`config.mk`:
```
export PLATFORM = sky130hd
export DESIGN_NAME = olbt_transceiver
export DESIGN_NICKNAME = d
export VERILOG_FILES = /design/src/rtl/olbt_pkg.sv /design/src/rtl/olbt_dir_latch.sv /design/src/rtl/olbt_transceiver.sv
export SDC_FILE = /design/constraint.sdc
export NUM_CORES = 1
export LEC_CHECK = 0
export ABC_CLOCK_PERIOD_IN_PS = 2000
export BUFFER_PORTS_ARGS = -buffer_cell sky130_fd_sc_hd__buf_4
export CAP_MARGIN = 20
export CORE_MARGIN = 8
export CORE_UTILIZATION = 38
export DETAILED_ROUTE_END_ITERATION = 10
export PLACE_DENSITY = 0.82
export SYNTH_ARGS = -nofsm -noshare
export SYNTH_HDL_FRONTEND = slang
export SYNTH_SLANG_ARGS = --single-unit
```
`constraint.sdc`:
```
create_clock -name core_clk -period 2 [get_ports core_clk]
set_input_delay 0.6 -clock core_clk [delete_from_list [all_inputs] [get_ports core_clk]]
set_output_delay 0.6 -clock core_clk [all_outputs]
set_load 0.005 [all_outputs]
```
`src/rtl/olbt_pkg.sv`:
```
// Shared constants, types and decode functions for the octal latched bus transceiver
package olbt_pkg;

  // ----------------------------------------------------------------------
  // Widths and reset values
  // ----------------------------------------------------------------------
  localparam int          BUS_W      = 8;
  localparam int          CTRL_W     = 6;
  localparam logic [7:0]  LATCH_RST  = 8'h00;
  localparam logic [7:0]  OBS_RST    = 8'h00;
  localparam logic [5:0]  CTRL_RST   = 6'h3f;

  // ----------------------------------------------------------------------
  // Control snapshot field positions
  // ----------------------------------------------------------------------
  localparam int CTRL_AB_LE = 0;
  localparam int CTRL_AB_CE = 1;
  localparam int CTRL_AB_OE = 2;
  localparam int CTRL_BA_LE = 3;
  localparam int CTRL_BA_CE = 4;
  localparam int CTRL_BA_OE = 5;

  // ----------------------------------------------------------------------
  // Boundary ownership, Gray coded
  // ----------------------------------------------------------------------
  typedef enum logic [1:0]
  {
    MODE_NORMAL = 2'b00,
    MODE_TEST   = 2'b01
  } olbt_mode_t;

  // ----------------------------------------------------------------------
  // Decode shared by both directions
  // ----------------------------------------------------------------------
  function automatic logic olbtFollows(input logic latchEnN, input logic chipEnN);
    olbtFollows = ~latchEnN & ~chipEnN;
  endfunction : olbtFollows

  function automatic logic olbtDrives(input logic outEnN, input logic chipEnN);
    olbtDrives = ~outEnN & ~chipEnN;
  endfunction : olbtDrives

endpackage : olbt_pkg

```
`src/rtl/olbt_dir_latch.sv`:
```
// One direction of the transceiver: an eight-bit data latch and its drive decode
`timescale 1ns/10ps
module olbt_dir_latch
(
  // Clock and reset
  input  wire logic                          core_clk,
  input  wire logic                          reset_n,
  input  wire logic                          clkEn,
  // Normal-mode controls, active low
  input  wire logic                          latchEnN,
  input  wire logic                          chipEnN,
  input  wire logic                          outEnN,
  // Freezes the latch while test logic owns the boundary
  input  wire logic                          inhibit,
  // Data
  input  wire logic [olbt_pkg::BUS_W-1:0]    dataIn,
  output logic      [olbt_pkg::BUS_W-1:0]    dataOut,
  output logic                               drive
);

  // ----------------------------------------------------------------------
  // Latch
  // ----------------------------------------------------------------------
  logic [olbt_pkg::BUS_W-1:0] latch_r;
  logic [olbt_pkg::BUS_W-1:0] latch_nxt;

  always_comb
  begin
    latch_nxt = latch_r;
    if (!inhibit && olbt_pkg::olbtFollows(latchEnN, chipEnN))
    begin
      latch_nxt = dataIn;
    end
    // Otherwise the captured value stays, so the output keeps its level
  end

  always_ff @(posedge core_clk or negedge reset_n)
  begin
    if (!reset_n)
    begin
      latch_r <= olbt_pkg::LATCH_RST;
    end
    else if (clkEn)
    begin
      latch_r <= latch_nxt;
    end
  end

  // ----------------------------------------------------------------------
  // Outputs
  // ----------------------------------------------------------------------
  assign dataOut = latch_r;
  // High impedance regardless of latch state when either enable is high
  assign drive   = olbt_pkg::olbtDrives(outEnN, chipEnN);

endmodule : olbt_dir_latch

```
`src/rtl/olbt_transceiver.sv`:
```
// Top level of the octal latched bus transceiver datapath with test-mode boundary handover
//
// Behaviour
// - A to B transparent when latch, chip low
// - Latch or chip high holds captured A
// - Drive B only when output, chip low
// - Otherwise B is high impedance
// - B to A mirrors it, own controls
// - Held latch keeps previous output level
// - Test mode hands boundary to test logic
// - Test activity sequenced by test port; reset_n also ends it
// - Test port reset keeps normal behaviour
`timescale 1ns/10ps
module olbt_transceiver
(
  // Clock, reset and clock enable
  input  wire logic                          core_clk,
  input  wire logic                          reset_n,
  input  wire logic                          clkEn,

  // A-to-B controls, active low
  input  wire logic                          a_to_b_latch_enable_n,
  input  wire logic                          a_to_b_chip_enable_n,
  input  wire logic                          a_to_b_output_enable_n,

  // B-to-A controls, active low
  input  wire logic                          b_to_a_latch_enable_n,
  input  wire logic                          b_to_a_chip_enable_n,
  input  wire logic                          b_to_a_output_enable_n,

  // A bus pins
  input  wire logic [olbt_pkg::BUS_W-1:0]    aIn,
  output logic      [olbt_pkg::BUS_W-1:0]    aOut,
  output logic      [olbt_pkg::BUS_W-1:0]    aOe,

  // B bus pins
  input  wire logic [olbt_pkg::BUS_W-1:0]    bIn,
  output logic      [olbt_pkg::BUS_W-1:0]    bOut,
  output logic      [olbt_pkg::BUS_W-1:0]    bOe,

  // Status from the test access port controller
  input  wire logic                          testModeReq,
  input  wire logic                          tapInReset,

  // Boundary control from the test logic
  input  wire logic [olbt_pkg::BUS_W-1:0]    testAData,
  input  wire logic [olbt_pkg::BUS_W-1:0]    testAOe,
  input  wire logic [olbt_pkg::BUS_W-1:0]    testBData,
  input  wire logic [olbt_pkg::BUS_W-1:0]    testBOe,

  // Boundary observation for the test logic
  output logic      [olbt_pkg::BUS_W-1:0]    obsA,
  output logic      [olbt_pkg::BUS_W-1:0]    obsB,
  output logic      [olbt_pkg::CTRL_W-1:0]   obsCtrl,
  output logic                               testActive
);

  // ----------------------------------------------------------------------
  // Boundary ownership
  // ----------------------------------------------------------------------
  // Two states only; the port controller itself lives outside this block
  olbt_pkg::olbt_mode_t mode_r;
  olbt_pkg::olbt_mode_t mode_nxt;

  always_comb
  begin
    mode_nxt = mode_r;
    case (mode_r)
      olbt_pkg::MODE_NORMAL:
      begin
        if (testModeReq && !tapInReset)
        begin
          mode_nxt = olbt_pkg::MODE_TEST;
        end
      end
      olbt_pkg::MODE_TEST:
      begin
        // Reset state of the port always wins over a stale test request
        if (tapInReset || !testModeReq)
        begin
          mode_nxt = olbt_pkg::MODE_NORMAL;
        end
      end
      default:
      begin
        mode_nxt = olbt_pkg::MODE_NORMAL;
      end
    endcase
  end

  always_ff @(posedge core_clk or negedge reset_n)
  begin
    if (!reset_n)
    begin
      mode_r <= olbt_pkg::MODE_NORMAL;
    end
    else if (clkEn)
    begin
      mode_r <= mode_nxt;
    end
  end

  // Gates the pin mux and freezes both latches while test logic owns the pins
  logic inTest;

  // Combinational on the port reset so normal function returns at once
  assign inTest     = (mode_r == olbt_pkg::MODE_TEST) && !tapInReset;
  assign testActive = inTest;

  // ----------------------------------------------------------------------
  // Directional latches
  // ----------------------------------------------------------------------
  logic [olbt_pkg::BUS_W-1:0] abData;
  logic [olbt_pkg::BUS_W-1:0] baData;
  logic                       abDrive;
  logic                       baDrive;

  // Clocked latches: transparency costs one cycle of latency, traded for
  // a single clock domain with no level-sensitive storage
  // Separate instances so one direction never disturbs the other
  olbt_dir_latch uAtoB
  (
    .core_clk (core_clk),
    .reset_n  (reset_n),
    .clkEn    (clkEn),
    .latchEnN (a_to_b_latch_enable_n),
    .chipEnN  (a_to_b_chip_enable_n),
    .outEnN   (a_to_b_output_enable_n),
    .inhibit  (inTest),
    .dataIn   (aIn),
    .dataOut  (abData),
    .drive    (abDrive)
  );

  olbt_dir_latch uBtoA
  (
    .core_clk (core_clk),
    .reset_n  (reset_n),
    .clkEn    (clkEn),
    .latchEnN (b_to_a_latch_enable_n),
    .chipEnN  (b_to_a_chip_enable_n),
    .outEnN   (b_to_a_output_enable_n),
    .inhibit  (inTest),
    .dataIn   (bIn),
    .dataOut  (baData),
    .drive    (baDrive)
  );

  // ----------------------------------------------------------------------
  // Pin multiplexing
  // ----------------------------------------------------------------------
  // Enables stay combinational so a bus is let go in the very cycle the
  // controls ask for it; in normal mode the drive values come from registers
  always_comb
  begin
    if (inTest)
    begin
      // Normal controls are ignored; only the test logic steers the pins
      bOut = testBData;
      bOe  = testBOe;
      aOut = testAData;
      aOe  = testAOe;
    end
    else
    begin
      bOut = abData;
      bOe  = {olbt_pkg::BUS_W{abDrive}};
      aOut = baData;
      aOe  = {olbt_pkg::BUS_W{baDrive}};
    end
  end

  // ----------------------------------------------------------------------
  // Boundary observation
  // ----------------------------------------------------------------------
  // Sampled in both modes so a snapshot of normal traffic is always ready
  // Frozen with the rest of the state while the clock enable is low
  logic [olbt_pkg::BUS_W-1:0]  obsA_r;
  logic [olbt_pkg::BUS_W-1:0]  obsA_nxt;
  logic [olbt_pkg::BUS_W-1:0]  obsB_r;
  logic [olbt_pkg::BUS_W-1:0]  obsB_nxt;
  logic [olbt_pkg::CTRL_W-1:0] obsCtrl_r;
  logic [olbt_pkg::CTRL_W-1:0] obsCtrl_nxt;

  always_comb
  begin
    obsA_nxt                          = aIn;
    obsB_nxt                          = bIn;
    obsCtrl_nxt                       = obsCtrl_r;
    obsCtrl_nxt[olbt_pkg::CTRL_AB_LE] = a_to_b_latch_enable_n;
    obsCtrl_nxt[olbt_pkg::CTRL_AB_CE] = a_to_b_chip_enable_n;
    obsCtrl_nxt[olbt_pkg::CTRL_AB_OE] = a_to_b_output_enable_n;
    obsCtrl_nxt[olbt_pkg::CTRL_BA_LE] = b_to_a_latch_enable_n;
    obsCtrl_nxt[olbt_pkg::CTRL_BA_CE] = b_to_a_chip_enable_n;
    obsCtrl_nxt[olbt_pkg::CTRL_BA_OE] = b_to_a_output_enable_n;
  end

  always_ff @(posedge core_clk or negedge reset_n)
  begin
    if (!reset_n)
    begin
      obsA_r    <= olbt_pkg::OBS_RST;
      obsB_r    <= olbt_pkg::OBS_RST;
      obsCtrl_r <= olbt_pkg::CTRL_RST;
    end
    else if (clkEn)
    begin
      obsA_r    <= obsA_nxt;
      obsB_r    <= obsB_nxt;
      obsCtrl_r <= obsCtrl_nxt;
    end
  end

  assign obsA    = obsA_r;
  assign obsB    = obsB_r;
  assign obsCtrl = obsCtrl_r;

endmodule : olbt_transceiver

```
==> out/metrics.yaml <==
status: "finished with violations"
violations: "negative setup slack"
grt_util_all_layers: 0.153
worst_ep_required_time_ns: 1.40
cp_max_fo: 7
fin_crit_sh: 1.07
relSlewSlack: 0.681
design.core.area_um2: 4690
min_period_ns: 2.14
peakVddDrop_mv: 0.422
synth_top_family_by_area: "multiplexers"
cts_tree: "built"
setup_slack_ns: -0.136
synth_warnings: 0
cts_buffer_depth: 2
die_h_um: 85.4
first_pass_iters: 3
drv_cap: 0
die_w_um: 85.4
drv_slew: 0
worst_ep_arrival_time_ns: 1.54
layout.area.seq_um2: 983
grt_pass1_vias: 1699
ios: 114
clk_pin_slew_ns: 0.07
synth-xor-area-share: 0
synth_compound_area_frac: 0.0684
fillers: 357
grt_max_degree: 40
crit_end: "aOut[5]"
ys_seq_elements: 39
synth_nets: 183
startpoint: "tapInReset"
start_kind: "input pin"
postRouteAntennaNets: 0
drt_iter0_markers: 43
wirelength_mm: 5.72
clock-sinks: 39
multi_input_area_um2: 895
clkLatencyLatePin_ns: 0.27
via_per_inst: 5.00
netlist_area_um2: 1830
dp_slack_ns: -0.253
vias: 1534
r2r-end: "uBtoA.dataOut[4]"
drive_gt1_frac: 0.783
grt_pass1_wl_mm: 8.87
syn-mean-instance-area_um2: 14.8
ff2ff_setup_slack_ns: 0.25
drc: 0
row_count: 25
area_delta_synth_final_pct: 68.4
antenna_found_initial: 0
timing.rr.start: "mode_r[0]"
rsz0062_at_grt: "yes"
dp_hpwl_mm: 4.48
ys_types: 15
endpoint_kind: "primary output"
yosysSeqAreaShare: 0.537
hold_buffers: 0
initial_core_util: 0.390
clock_tree.htree_level_count: 2
criticalPathCategory: "in -> out"
numCtsBuffers: 5
clockRootBuffer: "clkbuf_8"
reg2reg_depth: 6
yosys.area_share.simple: 0.0390
stdcell_area_um2: 3080
io_buffers: 113
p_per_area_nw_per_um2: 720
hold_viol: 0
wire_per_inst_um: 18.6
synthMuxAreaShare: 0.332
netlist_instances: 124
dpl_cell_area_um2: 2810
hp-class: "in -> async"
grt.overflow.total: 0
final_nets: 311
fin_skew_ns: 0.00302
die_area_um2: 7290
place.gp.congestion: 0.777
max_freq_ghz: 0.468
diodes: 0
synthAdderAreaFrac: 0
worst_pin_slew_ns: 0.479
leakage_nw: 1.59
setup_violations: 32
[timing repair]
item | 4_1_cts | 5_1_grt
setup endpoints to repair | 33 | 33
setup buffers | 3 | 0
pin swaps | 0 | 0
resized for setup | 31 | 13
[metal layers]
metal / GRT usage / vias up / part of all wire / routed length [um]
met5: 0 / - / 0 / 0
met4: 0.0621 / 0 / 0.018 / 103
met3: 0.0541 / 6 / 0.084 / 478
met2: 0.257 / 76 / 0.49 / 2820
met1: 0.173 / 744 / 0.41 / 2320
li1: - / 708 / - / -
[where the power goes]
group | total, mW | switching [mW] | internal [mW]
registers | 0.974 | 0.0604 | 0.914
clock network | 0.484 | 0.240 | 0.244
logic | 0.760 | 0.242 | 0.518
[through the flow]
stage | utilization | hold slack (ns) | TNS [ns] | instances | power (mW)
after detailed placement | 0.598 | 0.492 | -7.32 | 296 | 1.64
final | 0.657 | 0.282 | -3.00 | 307 | 2.22
after global placement | 0.598 | 0.477 | -6.62 | 296 | 1.62
after floorplan | - | 0.304 | -0.0448 | 124 | 1.23
after global routing | 0.657 | 0.304 | -5.58 | 307 | 2.36
after CTS | 0.646 | 0.287 | -3.80 | 307 | 2.22
[synthesized netlist by cell type]
cell type / count / share of area
dfrtp_1: 33 / 0.45
buf_6: 1 / 0.0062
nor3_1: 2 / 0.0055
mux2_2: 53 / 0.33
mux2_1: 1 / 0.0062
inv_1: 1 / 0.0020
a21o_1: 16 / 0.066
dfstp_2: 6 / 0.086
nand3b_1: 1 / 0.0041
buf_2: 4 / 0.011
nor4b_4: 2 / 0.026
o21ai_0: 1 / 0.0027
nor2b_1: 1 / 0.0034
buf_1: 1 / 0.0020
clkbuf_1: 1 / 0.0020
[worst max-delay path: stages]
cell and delay (ns):
buf_6 0.10, nor2b_4 0.23, buf_8 0.18, mux2_4 0.31, buf_6 0.12
[final cells by class]
cell class / count / share of cell area
Timing Repair Buffer: 128 / 0.341
Sequential cell: 39 / 0.319
Multi-Input combinational cell: 77 / 0.290
Clock buffer: 7 / 0.0248
Tap cell: 54 / 0.0219
Clock inverter: 1 / 0.00162
Inverter: 1 / 0.00122
[worst min path at each step]
stage	from	end	slack, ns	cells after the start
detailed placement	uBtoA.dataOut[0]	uBtoA.dataOut[0]	0.49	1
floorplan	reset_n	mode_r[0]	0.30	0
finish	reset_n	obsA[7]	0.28	1
CTS	reset_n	obsA[7]	0.29	1
global route	reset_n	obsA[7]	0.30	1
global placement	uAtoB.dataOut[5]	uAtoB.dataOut[5]	0.48	1
[kinds of logic (layout without fill, tap and decap cells)]
logic type,Yosys count,in the layout
muxes,54,54
DFF,39,39
AOI/OAI and AO/OA,17,17
and+or+nand+nor,6,6
buffers and inverters,8,137
[sequential cells by signal, summed over array words and instances, names as in the netlist]
name           cells
obsCtrl            6
obsA               8
obsB               8
uBtoA.dataOut      8
mode_r             1
uAtoB.dataOut      8
[cells in the final DEF, fill, tap and decap left out, types with 2 or more instances in the layout]
cell type / instances
nor4b_4: 2
a21o_1: 16
buf_6: 22
buf_4: 105
nor3_4: 2
mux2_2: 37
mux2_4: 16
clkbuf_1: 2
dfstp_2: 6
clkbuf_8: 5
dfrtp_1: 33
Note: power is estimated with default switching activity, not from simulation.
